<file path="config.mk">
export PLATFORM = sky130hd
export DESIGN_NAME = voice_codec_host_control
export DESIGN_NICKNAME = d
export VERILOG_FILES = /design/src/pkg/codec_ctrl_pkg.sv /design/src/voice_codec_host_control.sv
export SDC_FILE = /design/constraint.sdc
export NUM_CORES = 1
export LEC_CHECK = 0
export BUFFER_PORTS_ARGS = -buffer_cell sky130_fd_sc_hd__buf_2
export CORE_UTILIZATION = 60
export DETAILED_ROUTE_END_ITERATION = 10
export GPL_TIMING_DRIVEN = 0
export PLACE_DENSITY = 0.8
export SYNTH_ARGS = -nofsm -noshare
export SYNTH_HDL_FRONTEND = slang
export SYNTH_SLANG_ARGS = --single-unit
</file>
<file path="constraint.sdc">
create_clock -name sys_clk_i -period 7.8 [get_ports sys_clk_i]
set_input_delay 0.39 -clock sys_clk_i [delete_from_list [all_inputs] [get_ports sys_clk_i]]
set_output_delay 0.39 -clock sys_clk_i [all_outputs]
set_load 0.05 [all_outputs]
</file>
<file path="src/pkg/codec_ctrl_pkg.sv">
// Constants shared by the voice codec host control logic
package codec_ctrl_pkg;

	// ------------------------------------------------------------------
	// Select codes, written as {reg_select_hi, reg_select_lo}
	// ------------------------------------------------------------------
	localparam logic [1:0] SEL_PRIMARY   = 2'h0; // rate ctrl / flags
	localparam logic [1:0] SEL_SECONDARY = 2'h1; // page ctrl / levels
	localparam logic [1:0] SEL_DATA      = 2'h2; // decode / encode data
	localparam logic [1:0] SEL_NONE      = 2'h3; // nothing mapped

	// ------------------------------------------------------------------
	// Field positions in rate_filter_control
	// ------------------------------------------------------------------
	localparam int IRA_ENC_IDLE = 0;
	localparam int IRA_DEC_SRC  = 1;
	localparam int IRA_DEC_RATE = 2;
	localparam int IRA_DEC_FILT = 3;
	localparam int IRA_DEC_MSTR = 4;
	localparam int IRA_ENC_RATE = 5;
	localparam int IRA_ENC_FILT = 6;
	localparam int IRA_ENC_MSTR = 7;

	// Field positions in page_input_control
	localparam int IRB_PAGE_LSB  = 0;
	localparam int IRB_PAGE_MSB  = 2;
	localparam int IRB_INPUT_SEL = 3;

	// Field positions in flag_register
	localparam int SR_ENC_RDY  = 0;
	localparam int SR_DEC_RDY  = 1;
	localparam int SR_PAGE_RDY = 2;
	localparam int SR_ENC_OVF  = 3;
	localparam int SR_DEC_OVF  = 4;
	localparam int SR_PAGE_OVF = 5;

	// Values after reset
	localparam logic [7:0] RATE_FILTER_RESET = 8'h00;
	localparam logic [7:0] PAGE_INPUT_RESET  = 8'h00;

	// ------------------------------------------------------------------
	// Divider ratios and byte framing
	// ------------------------------------------------------------------
	localparam logic [3:0] MSTR_DIV_HI = 4'ha;
	localparam logic [3:0] MSTR_DIV_LO = 4'h8;
	localparam logic [1:0] FILT_DIV_HI = 2'h2;
	localparam logic [1:0] FILT_DIV_LO = 2'h1;
	localparam logic [3:0] RATE_DIV_HI = 4'h8;
	localparam logic [3:0] RATE_DIV_LO = 4'h4;
	localparam logic [2:0] LAST_BIT    = 3'h7;

	// ------------------------------------------------------------------
	// Access timing
	// ------------------------------------------------------------------
	localparam int CLK_PERIOD_NS   = 8;
	localparam int MIN_SELECT_NS   = 100; // plain default
	localparam int MIN_SELECT_INT  =
		(MIN_SELECT_NS + CLK_PERIOD_NS - 1) / CLK_PERIOD_NS;
	localparam logic [7:0] MIN_SELECT_CYC = MIN_SELECT_INT[7:0];

endpackage

</file>
<file path="src/voice_codec_host_control.sv">
// Host port, dividers and byte framing of the voice codec
//
// Behaviour
// - Writes routed by select lines to registers
// - Reads return register picked by select lines
// - Wait held until minimum select time passes
// - Interrupt pin only ever pulls low
// - Encoder idle fills register with 1010 pattern
// - Encoded bytes move to buffer on last bit
// - Decoder source feeds encoder output into decoder
// - Decode overspill fills decoder with idle pattern
// - Host decode write always overwrites decode register
// - Decode rate divider eight or four
// - Decode filter divider two or one
// - Decode master divider ten or eight
// - Encode rate divider eight or four
// - Encode filter divider two or one
// - Encode master divider ten or eight
// - Filter and bit clocks from cascaded dividers
// - Page holds thirty-two times field plus one
// - Input select bit picks audio A or B
// - Encode ready set on last bit, interrupts
// - Unserviced ready becomes overspill, buffer frozen
// - Decode overspill blocks decode ready, fills idle
`timescale 1ns/1ps
`default_nettype none

module voice_codec_host_control (
	input  wire logic                sys_clk_i,
	input  wire logic                resetn_i,
	input  wire logic                clk_en_i,
	input  wire logic                reg_select_lo_i,
	input  wire logic                reg_select_hi_i,
	input  wire logic                read_not_write_i,
	input  wire logic                chip_select_n_i,
	input  wire logic [7:0]          data_i,
	output logic      [7:0]          data_o,
	output logic                     data_oe_o,
	output logic                     wait_n_o,
	output logic                     wait_oe_o,
	output logic                     irq_n_o,
	output logic                     irq_oe_o,
	input  wire logic                master_clk_i,
	input  wire logic                enc_bit_i,
	input  wire logic [7:0]          level_i,
	output logic                     dec_bit_o,
	output logic      [1:0]          filter_tick_o,
	output logic      [1:0]          bit_tick_o,
	output logic                     input_b_select_o
);
	import codec_ctrl_pkg::*;

	// ------------------------------------------------------------------
	// State; index 0 of per-direction fields is encode, 1 is decode
	// ------------------------------------------------------------------
	typedef struct packed {
		logic [7:0]      rate_filter_control;
		logic [7:0]      page_input_control;
		logic [7:0]      sel_cnt;
		logic            acc_done;
		logic            mclk_prev;
		logic [1:0][3:0] mstr_cnt;
		logic [1:0][1:0] filt_cnt;
		logic [1:0][3:0] rate_cnt;
		logic [1:0]      filt_tick;
		logic [1:0]      bit_tick;
		logic [7:0]      enc_sr;
		logic [7:0]      enc_buf;
		logic [2:0]      enc_cnt;
		logic            idle_phase;
		logic [7:0]      dec_sr;
		logic [2:0]      dec_cnt;
		logic            dec_bit;
		logic [5:0]      flag_register;
		logic [8:0]      page_cnt;
		logic [7:0]      level_register;
		logic [7:0]      rd_data;
	} state_t;

	state_t      st_ff;
	state_t      nxt_st;
	logic [1:0]  sel;
	logic        acc_fire;
	logic [7:0]  rd_mux;
	logic [8:0]  page_bytes;
	logic [1:0]  mstr_sel;
	logic [1:0]  filt_sel;
	logic [1:0]  rate_sel;

	// ------------------------------------------------------------------
	// Host port decode
	// ------------------------------------------------------------------
	assign sel = {reg_select_hi_i, reg_select_lo_i};

	// access fires once the minimum select time has run
	assign acc_fire = !chip_select_n_i && !st_ff.acc_done &&
		(st_ff.sel_cnt == MIN_SELECT_CYC - 8'h01);

	// Per-direction divider selects, encode in bit 0
	assign mstr_sel = {st_ff.rate_filter_control[IRA_DEC_MSTR],
		st_ff.rate_filter_control[IRA_ENC_MSTR]};
	assign filt_sel = {st_ff.rate_filter_control[IRA_DEC_FILT],
		st_ff.rate_filter_control[IRA_ENC_FILT]};
	assign rate_sel = {st_ff.rate_filter_control[IRA_DEC_RATE],
		st_ff.rate_filter_control[IRA_ENC_RATE]};

	// page length in bytes, 32 up to 256
	assign page_bytes = {({1'b0, st_ff.page_input_control[
		IRB_PAGE_MSB:IRB_PAGE_LSB]} + 4'h1), 5'h00};

	always_comb begin
		case (sel)
			SEL_PRIMARY:   rd_mux = {2'h0, st_ff.flag_register};
			SEL_SECONDARY: rd_mux = st_ff.level_register;
			SEL_DATA:      rd_mux = st_ff.enc_buf;
			default:       rd_mux = 8'h00;
		endcase
	end

	// ------------------------------------------------------------------
	// Next state
	// ------------------------------------------------------------------
	always_comb begin
		logic [7:0] new_byte;
		logic       in_bit;
		logic       mtick;
		logic [3:0] n1;
		logic [1:0] n2;
		logic [3:0] n3;
		new_byte = 8'h00;
		in_bit   = 1'b0;
		mtick    = 1'b0;
		n1       = 4'h0;
		n2       = 2'h0;
		n3       = 4'h0;
		nxt_st   = st_ff;

		// Select timer; one action per chip-select assertion
		if (chip_select_n_i) begin
			nxt_st.sel_cnt  = 8'h00;
			nxt_st.acc_done = 1'b0;
		end else if (!st_ff.acc_done) begin
			nxt_st.sel_cnt = st_ff.sel_cnt + 8'h01;
			nxt_st.rd_data = rd_mux; // Frozen once the access fires
			if (acc_fire)
				nxt_st.acc_done = 1'b1;
		end

		// Host actions come first so hardware sets below win
		if (acc_fire && !read_not_write_i) begin
			case (sel)
				SEL_PRIMARY: nxt_st.rate_filter_control = data_i;
				SEL_SECONDARY: begin
					nxt_st.page_input_control         = data_i;
					nxt_st.flag_register[SR_PAGE_OVF] = 1'b0;
				end
				SEL_DATA: begin
					nxt_st.dec_sr                    = data_i;
					nxt_st.dec_cnt                   = 3'h0;
					nxt_st.flag_register[SR_DEC_RDY] = 1'b0;
					if (st_ff.flag_register[SR_ENC_OVF] &&
						st_ff.flag_register[SR_DEC_OVF]) begin
						nxt_st.flag_register[SR_ENC_OVF] = 1'b0;
						nxt_st.flag_register[SR_DEC_OVF] = 1'b0;
						nxt_st.enc_cnt                   = 3'h0;
					end
				end
				default: nxt_st.sel_cnt = nxt_st.sel_cnt;
			endcase
		end else if (acc_fire) begin
			case (sel)
				SEL_SECONDARY: begin
					nxt_st.flag_register[SR_PAGE_RDY] = 1'b0;
					nxt_st.flag_register[SR_PAGE_OVF] = 1'b0;
				end
				SEL_DATA: begin
					nxt_st.flag_register[SR_ENC_RDY] = 1'b0;
					if (st_ff.flag_register[SR_ENC_OVF] &&
						st_ff.flag_register[SR_DEC_OVF]) begin
						nxt_st.flag_register[SR_ENC_OVF] = 1'b0;
						nxt_st.flag_register[SR_DEC_OVF] = 1'b0;
						nxt_st.enc_cnt                   = 3'h0;
						nxt_st.dec_cnt                   = 3'h0;
					end
				end
				default: nxt_st.rd_data = nxt_st.rd_data;
			endcase
		end

		// cascaded dividers on master clock rising edges
		nxt_st.mclk_prev = master_clk_i;
		mtick            = master_clk_i && !st_ff.mclk_prev;
		nxt_st.filt_tick = 2'h0;
		nxt_st.bit_tick  = 2'h0;
		for (int d = 0; d < 2; d++) begin
			n1 = mstr_sel[d] ? MSTR_DIV_HI : MSTR_DIV_LO;
			n2 = filt_sel[d] ? FILT_DIV_HI : FILT_DIV_LO;
			n3 = rate_sel[d] ? RATE_DIV_HI : RATE_DIV_LO;
			if (mtick) begin
				if (st_ff.mstr_cnt[d] >= n1 - 4'h1) begin
					nxt_st.mstr_cnt[d] = 4'h0;
					if (st_ff.filt_cnt[d] >= n2 - 2'h1) begin
						nxt_st.filt_cnt[d]  = 2'h0;
						nxt_st.filt_tick[d] = 1'b1;
					end else begin
						nxt_st.filt_cnt[d] = st_ff.filt_cnt[d] + 2'h1;
					end
					if (st_ff.rate_cnt[d] >= n3 - 4'h1) begin
						nxt_st.rate_cnt[d] = 4'h0;
						nxt_st.bit_tick[d] = 1'b1;
					end else begin
						nxt_st.rate_cnt[d] = st_ff.rate_cnt[d] + 4'h1;
					end
				end else begin
					nxt_st.mstr_cnt[d] = st_ff.mstr_cnt[d] + 4'h1;
				end
			end
		end

		// Encode side, stepped on the registered bit tick
		if (st_ff.bit_tick[0]) begin
			nxt_st.idle_phase = !st_ff.idle_phase;
			in_bit = st_ff.rate_filter_control[IRA_ENC_IDLE] ?
				st_ff.idle_phase : enc_bit_i;
			new_byte       = {st_ff.enc_sr[6:0], in_bit};
			nxt_st.enc_sr  = new_byte;
			nxt_st.enc_cnt = nxt_st.enc_cnt + 3'h1;
			if (st_ff.enc_cnt == LAST_BIT) begin
				if (nxt_st.flag_register[SR_ENC_RDY]) begin
					nxt_st.flag_register[SR_ENC_RDY] = 1'b0;
					nxt_st.flag_register[SR_ENC_OVF] = 1'b1;
				end else if (!nxt_st.flag_register[SR_ENC_OVF]) begin
					nxt_st.enc_buf                   = new_byte;
					nxt_st.flag_register[SR_ENC_RDY] = 1'b1;
				end
				if (st_ff.page_cnt + 9'h001 >= page_bytes) begin
					nxt_st.page_cnt       = 9'h000;
					nxt_st.level_register = level_i;
					if (nxt_st.flag_register[SR_PAGE_RDY]) begin
						nxt_st.flag_register[SR_PAGE_RDY] = 1'b0;
						nxt_st.flag_register[SR_PAGE_OVF] = 1'b1;
					end else if (!nxt_st.flag_register[SR_PAGE_OVF]) begin
						nxt_st.flag_register[SR_PAGE_RDY] = 1'b1;
					end
				end else begin
					nxt_st.page_cnt = st_ff.page_cnt + 9'h001;
				end
			end
		end

		// Decode side, MSB first
		if (st_ff.bit_tick[1]) begin
			nxt_st.dec_bit = nxt_st.dec_sr[7];
			in_bit = st_ff.rate_filter_control[IRA_DEC_SRC] ?
				st_ff.enc_sr[7] : st_ff.idle_phase;
			nxt_st.dec_sr  = {nxt_st.dec_sr[6:0], in_bit};
			nxt_st.dec_cnt = nxt_st.dec_cnt + 3'h1;
			if (nxt_st.dec_cnt == 3'h0) begin
				if (nxt_st.flag_register[SR_DEC_RDY]) begin
					nxt_st.flag_register[SR_DEC_RDY] = 1'b0;
					nxt_st.flag_register[SR_DEC_OVF] = 1'b1;
				end else if (!nxt_st.flag_register[SR_DEC_OVF]) begin
					nxt_st.flag_register[SR_DEC_RDY] = 1'b1;
				end
			end
		end

		if (!clk_en_i)
			nxt_st = st_ff;
	end

	// ------------------------------------------------------------------
	// State register
	// ------------------------------------------------------------------
	always_ff @(posedge sys_clk_i or negedge resetn_i) begin
		if (!resetn_i) begin
			st_ff                     <= '0;
			st_ff.rate_filter_control <= RATE_FILTER_RESET;
			st_ff.page_input_control  <= PAGE_INPUT_RESET;
			st_ff.idle_phase          <= 1'b1;
		end else begin
			st_ff <= nxt_st;
		end
	end

	// ------------------------------------------------------------------
	// Outputs
	// ------------------------------------------------------------------
	assign data_o    = st_ff.rd_data;
	// unmapped read leaves the bus undriven
	assign data_oe_o = !chip_select_n_i && read_not_write_i &&
		(sel != SEL_NONE);
	// wait pulled low while the access is pending
	assign wait_n_o  = 1'b0;
	assign wait_oe_o = !chip_select_n_i && !st_ff.acc_done;
	// open-drain, drives only low; overspill drops ready
	assign irq_n_o   = 1'b0;
	assign irq_oe_o  = st_ff.flag_register[SR_ENC_RDY] ||
		st_ff.flag_register[SR_DEC_RDY] ||
		st_ff.flag_register[SR_PAGE_RDY];
	assign dec_bit_o     = st_ff.dec_bit;
	assign filter_tick_o = st_ff.filt_tick;
	assign bit_tick_o    = st_ff.bit_tick;
	assign input_b_select_o = st_ff.page_input_control[IRB_INPUT_SEL];
endmodule

`default_nettype wire

</file>
### After elaboration in Yosys (flattened, before gate mapping)

Cells that the tools add are included.

* register bits: 113
* input port bits: 25
* output and inout bits: 19

* add/sub/neg operators: 17
* $lt $le $gt $ge: 7
* eq/ne operators: 5
* multiplexer cells: 77
* bitwise gates (word level): 4
* reduce and logical (&&, ||, !) cells: 27

Operators with widths (count)
* 2-to-1 mux 1 bit: 40
* 2-to-1 mux 18 bit: 2
* 2-to-1 mux 4 bit: 8
* 2-to-1 mux 3 bit: 9
* 2-to-1 mux 9 bit: 3
* one-hot mux 8 bit (3 select lines): 1
* 2-to-1 mux 2 bit: 10
* AND reduction 3 bit: 6
* adder 4 x 1 -> 4 bit, second input constant: 4
* >= comparator 4 bit: 4
* 2-to-1 mux 8 bit: 2
* subtractor 4 x 1 -> 4 bit, second input constant: 4
* 2-to-1 mux 12 bit: 1
* 2-to-1 mux 11 bit: 1
* adder 9 x 1 -> 9 bit, second input constant: 1
* >= comparator 9 bit: 1
* adder 8 x 1 -> 8 bit, second input constant: 1
* == test 8 x 4 -> 1 bit, second input constant: 1
* logical AND 1 bit: 7
* adder 3 x 1 -> 3 bit, second input constant: 2
* AND reduction 2 bit: 3
* logical NOT 1 bit: 5
* AND reduction 5 bit: 1
* adder 2 x 1 -> 2 bit, second input constant: 2
* 12 further kinds: 18

### Longest topological paths before layout

* depth after elaboration: 10
* mapped depth: 12
* depth with buffers taken out: 11

### Least setup slack after synthesis

No wires, ideal clock.

* path type: reg-to-reg
* from: reg st_ff[16] (netlist name)
* to: reg st_ff[10] (netlist name)
* library setup time: 125 ps
* data arrival time: 2873 ps
* setup slack: 4802 ps
* stages on the path, launching flop included: 13
* clock period less this slack: 2998 ps
* path through: dfrtp_1 -> ha_1 -> and3_1 -> and3_1 -> and3_1 -> xor2_1 -> ha_1 -> nand2_1 -> o21ai_0 -> a41o_1 -> and2_1 -> clkbuf_1 -> mux2_2

* longest elaborated chain between the ends: 3

RTL lines
* from (decl): line voice_codec_host_control.sv:80 `state_t st_ff;`
* from (signal assigned): line voice_codec_host_control.sv:282 `st_ff <= nxt_st;`
* adder 9 x 1 -> 9 bit: line voice_codec_host_control.sv:236 `if (st_ff.page_cnt + 9'h001 >= page_bytes) begin`
* >= comparator 9 bit: line voice_codec_host_control.sv:236
* AND reduction 4 bit (no source line)

Every way passes these cells.
A chain may end at the register's enable or synchronous reset.

### Worst setup path in the final report

* from: reg st_ff[16] (netlist name)
* to: reg st_ff[15] (netlist name)

The elaborated chain is that of the path after synthesis.

==> summary.md <==
| Metric | Value |
|---|---|
| Seq/Total Area, Yosys | 0.479 |
| Synth area leaders | dfrtp_1 (47%), mux2_2 (7.3%), ha_1 (5.7%) |
| CTS tree | built |
| Initial drt markers | 262 |
| Core area | slightly above 9000 µm² |
| Synth Instances | 576 |
| Rows | 35 |
| Vias | approximately 4500 |
| Die H | about 99 µm |
| Sink Count | roughly 110 |
| Final period utilization | 0.448 |
| Setup CP Type | reg -> reg |
| RSZ-0062 raised after global routing | no |
| DIE WIDTH | between 90 and 100 µm |
| Max_slew headroom | 0.578 |
| Root buffer cell | clkbuf_8 |
| CP endpoint | st_ff[15] |
| Status | complete, no violations |
| Pwr dens | 203 nW/µm² |
| Final Max Tran Viols | 0 |
| Reg2Reg Setup Slack | about 4.3 ns |
| All-layer global routing usage | 0.264 |
| H-tree depth | 3 |
| GPL Wtd Cong | ~0.85 |
| Mapped cell area | 5700 µm² |
| Clock Path Buffers | 2 |
| IO Pins | 44 |
| Initial Util | 0.617 |
| Lkg Pwr | approximately 3.0 nW |
| Global-route wire length before repair | roughly 20 mm |
| Largest net degree at the start of global routing | 74 |
| Port buffer count | 40 |
| Worst-Skew Late Latency | roughly 0.39 ns |
| Final min period | between 3 and 4 ns |
| Via count of the first global-routing pass | around 4300 |
| Die area | about 9900 µm² |
| DP HPWL | roughly 9.0 mm |
| Critical path launch point type | register |
| Clock skew | between 0.015 and 0.02 ns |
| Via/cell ratio | 5.84 |
| HP Start | level_i[4] |
| R2R Path End | st_ff[15] |
| 1st-pass router iterations | 5 |
| Met1 Track Usage GR | 0.357 |
| Yosys cell types | between 50 and 60 |
| Reg2reg start | st_ff[16] |
| R2R depth | 12 |
| GR Util met2 | 0.428 |
| Layout cell share with drive strength beyond 1 | 0.194 |
| Critical Path RT | just over 8 ns |
| DR WL/cell | between 15 and 20 µm |
| Synthesized flop and latch total | around 110 |
| Final setup viols | 0 |
| EDFF count, synth | 0 |
| CTS clk-pin slew, worst paths | ~0.11 ns |
| Maximum clock frequency | 286 MHz |
| Final Hold Viols | 0 |
| Hold WS | around 0.23 ns |
| Mean post-synth cell area | approximately 10 µm² |
| Antenna Cells | 0 |
| Synth warn | 0 |
| Area share of the largest cell type after synthesis | 0.474 |
| Area grow syn2layout | 11.1% |
| Final Power | around 0.0013 W |
| Main flop type after synthesis | dfrtp_1 |
| Commonest non-fill, non-tap cells in the layout | dfrtp_1 (108), nand2_1 (72), o21ai_0 (60) |
| Layout fillers | 722 |
| Worst Path Max Fanout | 10 |
| Met3 Use GR | 0.0647 |
| Arrival @ worst endpoint | ~3.8 ns |
| Most common cell after layout, fill and taps aside | dfrtp_1 |
| Hold Crit Class | in -> reg |
| Crit. End Element | register |
| DRC Markers | 0 |
| Initial antenna violation count | 0 |
| Critical Path Source | st_ff[16] |
| Grt total ovfl | 0 |
| Least-Margin Pin Slew | between 0.6 and 0.7 ns |
| Maximum vdd drop | roughly 0.17 mV |
| GR peak layer | met2 |
| Cts bufs inserted | 9 |
| # nets final | between 600 and 700 |
| Synth area leader | dfrtp_1 |
| Routed wire length | approximately 12 mm |
| Setup TNS Final | 0 ns |
| Max Cap Violations | 0 |
| Post-DRT Antenna Nets | 0 |
| Synth async-reset ratio | 1.00 |
| Setup repair bufs after CTS | 0 |
## how the worst min path moves through the flow
stage                          endpoint  depth (start not counted)
after floorplan           bit_tick_o[0]                          0
after global placement        st_ff[78]                          2
after detailed placement      st_ff[79]                          1
after CTS                     st_ff[88]                          2
after global routing          st_ff[12]                          2
final                         st_ff[12]                          2
## routing by layer
| layer | share of wire | routed length (µm) | vias to the layer above |
|---|---|---|---|
| met5 | 0 | 0 | - |
| li1 | - | - | 2143 |
| met1 | 0.46 | 5640 | 2200 |
| met2 | 0.48 | 5880 | 98 |
| met4 | 0.015 | 190 | 0 |
| met3 | 0.047 | 578 | 18 |
## cell type report
cell class                      count  area [µm²]  share of cell area
Tap cell                          129         161              0.0255
Buffer                             38         205              0.0324
Multi-Input combinational cell    411        2700               0.426
Clock inverter                      7         104              0.0164
Clock buffer                        9         124              0.0196
Inverter                           19        71.3              0.0113
Sequential cell                   109        2730               0.431
Timing Repair Buffer               42         240              0.0380
## through the flow
step / std cells / setup slack (ns) / utilization / area [µm²]
after global routing: 764 / 4.06 / 0.685 / 6330
after detailed placement: 747 / 4.32 / 0.659 / 6090
after global placement: 746 / 4.44 / 0.656 / 6060
final: 764 / 4.30 / 0.685 / 6330
after CTS: 764 / 4.30 / 0.685 / 6330
after floorplan: 577 / 4.80 / - / 5700
## state kept, by name (all words and copies together) (netlist names)
register	cells
filt_sel	2
rate_sel	2
input_b_select_o	1
bit_tick_o	2
data_o	8
mstr_sel	2
filter_tick_o	2
dec_bit_o	1
st_ff	89
## timing repair
item	4_1_cts	5_1_grt
gates resized for setup	0	0
hold buffers	1	0
endpoints found under the hold margin	36	0
## cells in the mapped netlist (all sizes together), types with 3 or more instances
master / number
clkbuf: 20
and3: 7
ha: 26
a32o: 3
nor2b: 8
xnor2: 3
a22o: 8
nand2: 72
a221oi: 3
o22ai: 16
nand4: 5
xor2: 5
mux2i: 9
or3: 3
o21ai: 61
a21o: 7
nor3: 9
nand3: 20
a21oi: 29
nor2: 39
and2: 6
dfrtp: 108
buf: 18
a211oi: 5
mux2: 39
inv: 19
or2: 3
## report_power, final
group	leakage (nW)	total, W	internal, W	switching, W
logic	1.42	0.000234	0.0000933	0.000141
registers	1.45	0.000659	0.000613	0.0000463
clock network	0.108	0.000390	0.000185	0.000204
## critical path, cell delays in order, from the launching register on
cell and delay [ns]:
dfrtp_1 0.44, ha_1 0.28, and3_1 0.22, and3_1 0.23, and3_1 0.23, xor2_1 0.15
ha_1 0.32, nand2_1 0.06, o21ai_0 0.31, a41o_1 0.16, and2_1 0.12, clkbuf_1 0.46
mux2_2 0.40
## kinds of logic after synthesis
kind of cell / count (synthesis) / synth area share
compound gates: 145 / 0.158
xor+xnor: 8 / 0.0123
fa+ha+maj: 26 / 0.0571
buf+inv: 57 / 0.0485
flops: 109 / 0.479
mux: 48 / 0.0942
other cells: 1 / 0.000658
simple gates: 182 / 0.150
(Power assumes the default switching activity.)
